==> config.mk <==
export PLATFORM = sky130hd
export DESIGN_NAME = swec_top
export DESIGN_NICKNAME = d
export VERILOG_FILES = /design/src/hdl/swec_pkg.sv /design/src/hdl/swec_top.sv /design/src/hdl/swec_sync.sv /design/src/hdl/swec_edge.sv
export SDC_FILE = /design/constraint.sdc
export NUM_CORES = 1
export LEC_CHECK = 0
export BUFFER_PORTS_ARGS = -buffer_cell sky130_fd_sc_hd__buf_2
export CORE_MARGIN = 5
export CORE_UTILIZATION = 35
export DETAILED_ROUTE_END_ITERATION = 16
export GPL_ROUTABILITY_DRIVEN = 1
export PLACE_DENSITY = 0.69
export SETUP_SLACK_MARGIN = 0.4
export SYNTH_ARGS = -nofsm -noshare
export SYNTH_HDL_FRONTEND = slang
export SYNTH_HIERARCHICAL = 1
export SYNTH_SLANG_ARGS = --single-unit
==> constraint.sdc <==
create_clock -name clk -period 1.75 [get_ports clk]
set_clock_uncertainty 0.1 [all_clocks]
set_input_delay 0 -clock clk [delete_from_list [all_inputs] [get_ports clk]]
set_output_delay 0 -clock clk [all_outputs]
set_load 0.005 [all_outputs]
==> src/hdl/swec_pkg.sv <==
package swec_pkg;

    localparam int SWEC_NUM_SRC = 8;

    // source bit positions
    localparam int SRC_PWRBTN = 0;
    localparam int SRC_PCIE   = 1;
    localparam int SRC_WDT    = 2;
    localparam int SRC_GWAKE  = 3;
    localparam int SRC_RTC    = 4;
    localparam int SRC_PME    = 5;
    localparam int SRC_LAN    = 6;
    localparam int SRC_USB    = 7;

    // register byte offsets
    localparam logic [7:0] REG_CTRL   = 8'h00;
    localparam logic [7:0] REG_STATE  = 8'h04;
    localparam logic [7:0] REG_STATUS = 8'h08;
    localparam logic [7:0] REG_MASK   = 8'h0c;
    localparam logic [7:0] REG_CAPS   = 8'h10;

    // control bit positions
    localparam int CTRL_RTC_EN = 0;
    localparam int CTRL_PME_EN = 1;
    localparam int CTRL_WOL_EN = 2;
    localparam int CTRL_USB_EN = 3;

    localparam logic [3:0] CTRL_RESET = 4'h0;
    localparam logic [7:0] MASK_RESET = 8'h00;
    localparam logic [3:0] CAPS_VALUE = 4'h0;

    localparam logic [1:0] AXI_OKAY   = 2'b00;
    localparam logic [1:0] AXI_SLVERR = 2'b10;

    typedef enum logic [1:0] {SWEC_S0, SWEC_S3, SWEC_S4, SWEC_S5} swec_sleep_e;

    function automatic logic swec_active_low(input logic pin_n);
        return ~pin_n;
    endfunction

endpackage

==> src/hdl/swec_top.sv <==
`timescale 1ns/1ps
module swec_top
    import swec_pkg::*;
(
    // clock and reset
    input  wire logic        clk,
    input  wire logic        reset_n,
    // wake source pins, active low where named _n
    input  wire logic        pwrbtn_n,
    input  wire logic        pcie_wake_n,
    input  wire logic        wdt_pwrbtn,
    input  wire logic        gen_wake_n,
    input  wire logic        rtc_alarm,
    input  wire logic        pme_n,
    input  wire logic        pme_dev_wake_en,
    input  wire logic        lan_wake,
    input  wire logic        usb_wake,
    // sleep state pins, active low
    input  wire logic        sus_s3_n,
    input  wire logic        sus_s4_n,
    input  wire logic        sus_s5_n,
    // wake request and interrupt
    output      logic        resume_req,
    output      logic        irq,
    // capability straps: enable high means pin pulled to ground
    output      logic [3:0]  pulldown_capability_strap_o,
    output      logic [3:0]  pulldown_capability_strap_oe,
    // axi4-lite slave
    input  wire logic [7:0]  s_axi_awaddr,
    input  wire logic        s_axi_awvalid,
    output      logic        s_axi_awready,
    input  wire logic [31:0] s_axi_wdata,
    input  wire logic [3:0]  s_axi_wstrb,
    input  wire logic        s_axi_wvalid,
    output      logic        s_axi_wready,
    output      logic [1:0]  s_axi_bresp,
    output      logic        s_axi_bvalid,
    input  wire logic        s_axi_bready,
    input  wire logic [7:0]  s_axi_araddr,
    input  wire logic        s_axi_arvalid,
    output      logic        s_axi_arready,
    output      logic [31:0] s_axi_rdata,
    output      logic [1:0]  s_axi_rresp,
    output      logic        s_axi_rvalid,
    input  wire logic        s_axi_rready
);

    ////////////////////////////////////////////////////////////////////////////
    // synchronisers

    localparam int NPIN = 12;

    logic [NPIN-1:0] raw_pins;
    logic [NPIN-1:0] sync_pins;

    // idle levels: active-low pins rest high
    localparam logic [NPIN-1:0] PIN_IDLE = 12'he2b;

    assign raw_pins = {sus_s5_n, sus_s4_n, sus_s3_n, pme_dev_wake_en, usb_wake,
                       lan_wake, pme_n, rtc_alarm, gen_wake_n, wdt_pwrbtn,
                       pcie_wake_n, pwrbtn_n};

    swec_sync #(
        .WIDTH     (NPIN),
        .RESET_VAL (PIN_IDLE)
    ) u_sync (
        .clk     (clk),
        .reset_n (reset_n),
        .d       (raw_pins),
        .q       (sync_pins)
    );

    ////////////////////////////////////////////////////////////////////////////
    // sleep state decode

    swec_sleep_e sleep_state;
    logic        suspended;

    always_comb
    begin
        if (swec_active_low(sync_pins[11]))
            sleep_state = SWEC_S5;
        else if (swec_active_low(sync_pins[10]))
            sleep_state = SWEC_S4;
        else if (swec_active_low(sync_pins[9]))
            sleep_state = SWEC_S3;
        else
            sleep_state = SWEC_S0;
    end

    assign suspended = (sleep_state != SWEC_S0);

    ////////////////////////////////////////////////////////////////////////////
    // source qualification

    logic [3:0]              ctrl;
    logic [SWEC_NUM_SRC-1:0] src_level;
    logic [SWEC_NUM_SRC-1:0] src_rise;
    logic [SWEC_NUM_SRC-1:0] qual;

    always_comb
    begin
        src_level = '0;
        src_level[SRC_PWRBTN] = swec_active_low(sync_pins[0]);
        src_level[SRC_PCIE]   = swec_active_low(sync_pins[1]);
        src_level[SRC_WDT]    = sync_pins[2];
        src_level[SRC_GWAKE]  = swec_active_low(sync_pins[3]);
        src_level[SRC_RTC]    = sync_pins[4];
        src_level[SRC_PME]    = swec_active_low(sync_pins[5]);
        src_level[SRC_LAN]    = sync_pins[6];
        src_level[SRC_USB]    = sync_pins[7];
    end

    swec_edge #(
        .WIDTH (SWEC_NUM_SRC)
    ) u_edge (
        .clk     (clk),
        .reset_n (reset_n),
        .level   (src_level),
        .rise    (src_rise)
    );

    always_comb
    begin
        qual = '0;
        qual[SRC_PWRBTN] = src_level[SRC_PWRBTN] && suspended;
        qual[SRC_PCIE]   = src_level[SRC_PCIE] && suspended;
        qual[SRC_WDT]    = src_level[SRC_WDT] && suspended;
        qual[SRC_GWAKE]  = src_level[SRC_GWAKE] && (sleep_state == SWEC_S3);
        qual[SRC_RTC]    = src_level[SRC_RTC] && suspended && ctrl[CTRL_RTC_EN];
        qual[SRC_PME]    = src_level[SRC_PME] && suspended
                           && (ctrl[CTRL_PME_EN] || sync_pins[8]);
        qual[SRC_LAN]    = src_level[SRC_LAN] && suspended && ctrl[CTRL_WOL_EN];
        qual[SRC_USB]    = src_level[SRC_USB] && ctrl[CTRL_USB_EN]
                           && ((sleep_state == SWEC_S3) || (sleep_state == SWEC_S4));
    end

    ////////////////////////////////////////////////////////////////////////////
    // latched resume request

    always_ff @(posedge clk or negedge reset_n)
    begin
        if (!reset_n)
            resume_req <= 1'b0;
        else if (!suspended)
            resume_req <= 1'b0;
        else if (|qual)
            resume_req <= 1'b1;
    end

    ////////////////////////////////////////////////////////////////////////////
    // straps

    always_ff @(posedge clk or negedge reset_n)
    begin
        if (!reset_n)
        begin
            pulldown_capability_strap_o  <= 4'h0;
            pulldown_capability_strap_oe <= 4'h0;
        end
        else
        begin
            pulldown_capability_strap_o  <= 4'h0;
            pulldown_capability_strap_oe <= CAPS_VALUE;
        end
    end

    ////////////////////////////////////////////////////////////////////////////
    // register bus

    logic [SWEC_NUM_SRC-1:0] status;
    logic [SWEC_NUM_SRC-1:0] mask;
    logic                    aw_held;
    logic                    w_held;
    logic [7:0]              aw_addr;
    logic [31:0]             w_data;
    logic [3:0]              w_strb;
    logic                    wr_fire;
    logic [SWEC_NUM_SRC-1:0] clr_bits;

    assign s_axi_awready = !aw_held && !s_axi_bvalid;
    assign s_axi_wready  = !w_held && !s_axi_bvalid;
    assign wr_fire       = aw_held && w_held && !s_axi_bvalid;

    always_ff @(posedge clk or negedge reset_n)
    begin
        if (!reset_n)
        begin
            aw_held <= 1'b0;
            w_held  <= 1'b0;
            aw_addr <= 8'h00;
            w_data  <= 32'h0000_0000;
            w_strb  <= 4'h0;
        end
        else
        begin
            if (s_axi_awvalid && s_axi_awready)
            begin
                aw_held <= 1'b1;
                aw_addr <= s_axi_awaddr;
            end
            else if (wr_fire)
                aw_held <= 1'b0;
            if (s_axi_wvalid && s_axi_wready)
            begin
                w_held <= 1'b1;
                w_data <= s_axi_wdata;
                w_strb <= s_axi_wstrb;
            end
            else if (wr_fire)
                w_held <= 1'b0;
        end
    end

    always_ff @(posedge clk or negedge reset_n)
    begin
        if (!reset_n)
        begin
            s_axi_bvalid <= 1'b0;
            s_axi_bresp  <= AXI_OKAY;
        end
        else if (wr_fire)
        begin
            s_axi_bvalid <= 1'b1;
            s_axi_bresp  <= (aw_addr[7:2] == REG_CTRL[7:2] || aw_addr[7:2] == REG_STATUS[7:2]
                             || aw_addr[7:2] == REG_MASK[7:2]) ? AXI_OKAY : AXI_SLVERR;
        end
        else if (s_axi_bready)
            s_axi_bvalid <= 1'b0;
    end

    always_ff @(posedge clk or negedge reset_n)
    begin
        if (!reset_n)
        begin
            ctrl <= CTRL_RESET;
            mask <= MASK_RESET;
        end
        else if (wr_fire && w_strb[0])
        begin
            if (aw_addr[7:2] == REG_CTRL[7:2])
                ctrl <= w_data[3:0];
            if (aw_addr[7:2] == REG_MASK[7:2])
                mask <= w_data[7:0];
        end
    end

    assign clr_bits = (wr_fire && w_strb[0] && aw_addr[7:2] == REG_STATUS[7:2])
                      ? w_data[7:0] : '0;

    // a new event wins over a simultaneous write-one clear
    always_ff @(posedge clk or negedge reset_n)
    begin
        if (!reset_n)
            status <= '0;
        else
            status <= (status & ~clr_bits) | (src_rise & qual);
    end

    assign irq = |(status & mask);

    always_ff @(posedge clk or negedge reset_n)
    begin
        if (!reset_n)
        begin
            s_axi_rvalid <= 1'b0;
            s_axi_rdata  <= 32'h0000_0000;
            s_axi_rresp  <= AXI_OKAY;
        end
        else if (s_axi_arvalid && s_axi_arready)
        begin
            s_axi_rvalid <= 1'b1;
            s_axi_rresp  <= AXI_OKAY;
            case (s_axi_araddr[7:2])
                REG_CTRL[7:2]:   s_axi_rdata <= {28'h0, ctrl};
                REG_STATE[7:2]:  s_axi_rdata <= {20'h0, resume_req, src_level,
                                                 1'b0, 2'(sleep_state)};
                REG_STATUS[7:2]: s_axi_rdata <= {24'h0, status};
                REG_MASK[7:2]:   s_axi_rdata <= {24'h0, mask};
                REG_CAPS[7:2]:   s_axi_rdata <= {28'h0, CAPS_VALUE};
                default:
                begin
                    s_axi_rdata <= 32'h0000_0000;
                    s_axi_rresp <= AXI_SLVERR;
                end
            endcase
        end
        else if (s_axi_rready)
            s_axi_rvalid <= 1'b0;
    end

    assign s_axi_arready = !s_axi_rvalid;

endmodule

==> src/hdl/swec_sync.sv <==
`timescale 1ns/1ps
module swec_sync
    import swec_pkg::*;
#(
    parameter int WIDTH = 1,
    parameter logic [WIDTH-1:0] RESET_VAL = '0
)(
    // clock and reset
    input  wire logic             clk,
    input  wire logic             reset_n,
    // data
    input  wire logic [WIDTH-1:0] d,
    output      logic [WIDTH-1:0] q
);
    logic [WIDTH-1:0] meta;

    always_ff @(posedge clk or negedge reset_n)
    begin
        if (!reset_n)
        begin
            meta <= RESET_VAL;
            q    <= RESET_VAL;
        end
        else
        begin
            meta <= d;
            q    <= meta;
        end
    end
endmodule

==> src/hdl/swec_edge.sv <==
`timescale 1ns/1ps
module swec_edge
    import swec_pkg::*;
#(
    parameter int WIDTH = 1
)(
    // clock and reset
    input  wire logic             clk,
    input  wire logic             reset_n,
    // levels in, rising-edge pulses out
    input  wire logic [WIDTH-1:0] level,
    output      logic [WIDTH-1:0] rise
);
    logic [WIDTH-1:0] last;

    always_ff @(posedge clk or negedge reset_n)
    begin
        if (!reset_n)
            last <= '0;
        else
            last <= level;
    end

    assign rise = level & ~last;
endmodule

==> tab_implementation.tex <==
\begin{tabular}{lr}
\hline
Metric & Value \\
\hline
\multicolumn{2}{l}{\textbf{Finish}} \\
Filler cell count in the final layout & 909 \\
Antenna diodes & 0 \\
Area of the multi-input gates & 1450 µm² \\
Syn-to-layout area delta & 31.8\% \\
Footprint of the flip-flops and latches & 2170 µm² \\
Fraction of final layout cells sized beyond drive strength 1 & 44.4\% \\
Post-layout nets & 459 \\
\multicolumn{2}{l}{\textbf{STA}} \\
F\_max & 617 MHz \\
Portion of the clock cycle consumed by the worst path in the final layout & 92.6\% \\
Worst hold margin & -48.9 ps \\
Number of slew-limit violations in the final report & 0 \\
Final count of negative-setup-slack endpoints & 0 \\
Post-route worst setup slack & 129 ps \\
Min cycle time layout & 1620 ps \\
Fin Setup TNS & 0 ps \\
Setup repair after global routing missed its margin & yes \\
Final number of hold-violating endpoints & 25 \\
\multicolumn{2}{l}{\textbf{Detailed routing}} \\
Routed vias & 2426 \\
Drt via density & 4.61 \\
Total iterations of the first detailed-routing run & 4 \\
Drt drc & 0 \\
DR iter-0 viols & 139 \\
Routed WL per cell & 15.2 µm \\
Antenna-violating nets left & 0 \\
Final WL & 8010 µm \\
\multicolumn{2}{l}{\textbf{Setup path}} \\
Type of the worst setup path & flop to flop \\
CP endpoint kind & flop \\
Register-to-register setup slack & 130 ps \\
Startpoint of the lowest-slack register-to-register path & aw\_addr[6] \\
Max Fanout on Critical Path & 8 \\
Category of the worst setup path launch point & flop \\
Required time worst endpoint & 1890 ps \\
Logic depth of the worst register-to-register path & 4 \\
CP arrival & 1760 ps \\
Worst R2R End & mask[3] \\
\multicolumn{2}{l}{\textbf{Die}} \\
\# IOs & 122 \\
Cell row count & 37 \\
Die area & 12700 µm² \\
Core outline area & 10300 µm² \\
Die boundary height & 113 µm \\
DIE WIDTH & 113 µm \\
Initial core utilization & 35.7\% \\
\multicolumn{2}{l}{\textbf{Yosys}} \\
Warning count from the yosys run & 6 \\
Area share of fa/ha/maj cells after synthesis & 0.678\% \\
EDFF count, synth & 0 \\
Share of Yosys cell area claimed by the top area cell type & 48.8\% \\
Mapped cell area & 3690 µm² \\
Commonest cells in the synthesized netlist & 72 x sky130\_fd\_sc\_hd\_\_dfrtp\_1, 31 x sky130\_fd\_sc\_hd\_\_buf\_4, 26 x sky130\_fd\_sc\_hd\_\_mux2\_2, 14 x sky130\_fd\_sc\_hd\_\_dfstp\_2, 11 x sky130\_fd\_sc\_hd\_\_a32o\_1 \\
Multiplexer area fraction after synthesis & 11.6\% \\
Xor/xnor share of the synthesized area & 0\% \\
Post-synthesis instance total & 270 \\
Share of the yosys chip area belonging to registers & 58.8\% \\
Most instantiated flip-flop cell in the synthesis netlist & sky130\_fd\_sc\_hd\_\_dfrtp\_1 \\
Mean instance size in the synthesized netlist & 13.7 µm² \\
Library cell with the highest instance count after synthesis & sky130\_fd\_sc\_hd\_\_dfrtp\_1 \\
Post-synthesis compound-gate area fraction & 8.51\% \\
Register bit total from synthesis & 86 \\
Simple-gate share of the synthesized area & 11.6\% \\
Largest area contributor in the synthesized netlist & sky130\_fd\_sc\_hd\_\_dfrtp\_1 \\
Yosys cell types & 42 \\
Top cells by area, synth & sky130\_fd\_sc\_hd\_\_dfrtp\_1 49\%, sky130\_fd\_sc\_hd\_\_dfstp\_2 10\%, sky130\_fd\_sc\_hd\_\_mux2\_2 7.9\% \\
Combinational family with the most area after synthesis & multiplexers \\
Asr flop ratio synth & 100\% \\
\multicolumn{2}{l}{\textbf{Placement}} \\
Placement-stage worst setup slack & 110 ps \\
DP Wirelength & 5700 µm \\
I/O Buffers & 60 \\
Gpl congestion & 0.855 \\
\multicolumn{2}{l}{\textbf{Clock tree}} \\
Root Buffer Master & sky130\_fd\_sc\_hd\_\_clkbuf\_8 \\
Clock Pin Slew Worst Setup and Hold Paths & 90 ps \\
Clock buffer count from CTS & 9 \\
Hold Buf Count CTS & 36 \\
Number of H-tree levels & 3 \\
Clock tree from TritonCTS & built \\
Clock tree buffer depth & 2 \\
Sinks on the clock net & 86 \\
Clock Latency Late Sink & 360 ps \\
\multicolumn{2}{l}{\textbf{Global routing}} \\
Number of antenna violations at the first check in global routing & 0 \\
Number of global-route vias before repair & 2584 \\
Total GRT Usage & 13.1\% \\
Total global routing overflow & 0 \\
Wire length of the first global-routing pass & 13100 µm \\
Largest net degree at the start of global routing & 43 \\
\multicolumn{2}{l}{\textbf{Power and ir drop}} \\
P per Cell Area & 1180 nW/µm² \\
VDD IR max & 0.000950 V \\
Leakage & 2.33 nW \\
\multicolumn{2}{l}{\textbf{Hold path}} \\
Class of the most critical hold timing path & input pin to flop \\
Hold Path Stages & 4 \\
Hold worst-path end & s\_axi\_rdata[7] \\
Hold path startpoint & s\_axi\_araddr[7] \\
\multicolumn{2}{l}{\textbf{Outcome}} \\
Outcome & finished with violations \\
Failing checks & negative hold slack \\
\multicolumn{2}{l}{\textbf{Flow run}} \\
Max Cap Violations & 0 \\
\hline
\end{tabular}
==> placed cells by master, fill, tap and decap left out, drive strengths merged, types with 2 or more instances in the layout <==
cell type	synthesis	layout
buf	36	80
dfrtp	72	72
dlygate4sd3	0	35
conb	1	30
mux2	30	30
dfstp	14	14
a32o	11	11
nor2b	11	11
clkbuf	4	11
nand4	10	10
inv	10	10
nand2	9	9
nor2	8	8
a22oi	7	7
a22o	6	6
o21ai	6	6
nand2b	4	4
and2	4	4
mux2i	3	3
a21o	3	3
clkinv	0	3
nor3	3	3
or3	2	2
o22ai	2	2
mux4	2	2
a31oi	2	2
nor4	2	2
ha	2	2
==> worst max-delay path: stages, from the launching register on <==
cell and delay, ps:
sky130_fd_sc_hd__dfrtp_1 420, sky130_fd_sc_hd__nor4_4 320, sky130_fd_sc_hd__buf_12 160, sky130_fd_sc_hd__nand4_4 180, sky130_fd_sc_hd__mux2_2 320
==> metal layers <==
metal  GRT usage (%)  part of all wire [%]
met1            17.0                    43
met2            20.8                    48
met3            4.10                   7.7
met4            4.49                   1.8
met5               0                     0
==> power by group <==
group	internal (mW)	leakage (nW)	switching [mW]	total, mW
combinational	0.965	1.20	0.622	1.59
clock	0.651	0.0931	0.671	1.32
sequential	2.40	1.04	0.405	2.81
total	4.02	2.33	1.70	5.72
==> registers in the layout, summed over array words and instances, names as in the netlist <==
| register | count |
|---|---|
| s_axi_rvalid | 1 |
| s_axi_rdata | 12 |
| s_axi_bvalid | 1 |
| aw_held | 1 |
| u_sync/meta | 12 |
| aw_addr | 6 |
| s_axi_rresp | 1 |
| s_axi_bresp | 1 |
| status | 8 |
| u_edge/last | 8 |
| u_sync/q | 12 |
| w_strb | 1 |
| ctrl | 4 |
| w_held | 1 |
| resume_req | 1 |
| w_data | 8 |
| mask | 8 |
==> what timing repair did <==
action	CTS	global route
hold endpoints to repair	113	3
endpoints found under the setup margin	48	45
pin swaps	16	6
gates cloned	1	0
setup buffers	8	2
resized for setup	27	6
==> cell type report <==
type                    instances  share of cell area, %
flip-flops and latches         86                   44.6
multi-input cells             163                   29.8
repair buffers                116                   17.6
well taps                     136                   3.50
clock buffers                  11                   2.70
clock inverters                 4                   1.00
inverters                      10                  0.772
==> cells by family after synthesis <==
group	Yosys count
AO/OA/AOI/OAI	40
buffers and inverters	50
other	1
flip-flops	86
multiplexers	35
adder cells (fa/ha/maj)	2
AND/OR/NAND/NOR	56
==> metrics by stage <==
step | total power [mW] | util, % | instances | instance area, µm²
global placement | 3.97 | 40.0 | 464 | 4130
global route | 6.03 | 47.1 | 526 | 4860
detailed placement | 4.04 | 40.0 | 464 | 4130
floorplan | 3.63 | - | 299 | 3860
CTS | 5.71 | 46.7 | 524 | 4820
finish | 5.72 | 47.1 | 526 | 4860
==> how the worst max path moves through the flow <==
stage                          start      end  slack, ps  cells past startpoint
final                     aw_addr[6]  mask[3]        130                      4
after global placement    aw_addr[5]  mask[2]        140                      4
after global routing      aw_addr[6]  mask[1]         30                      4
after detailed placement  aw_addr[5]  mask[5]        110                      4
after CTS                 aw_addr[6]  mask[5]        120                      4
after floorplan           aw_addr[5]  ctrl[0]        220                      4
Power figures use the tool's default switching activity.
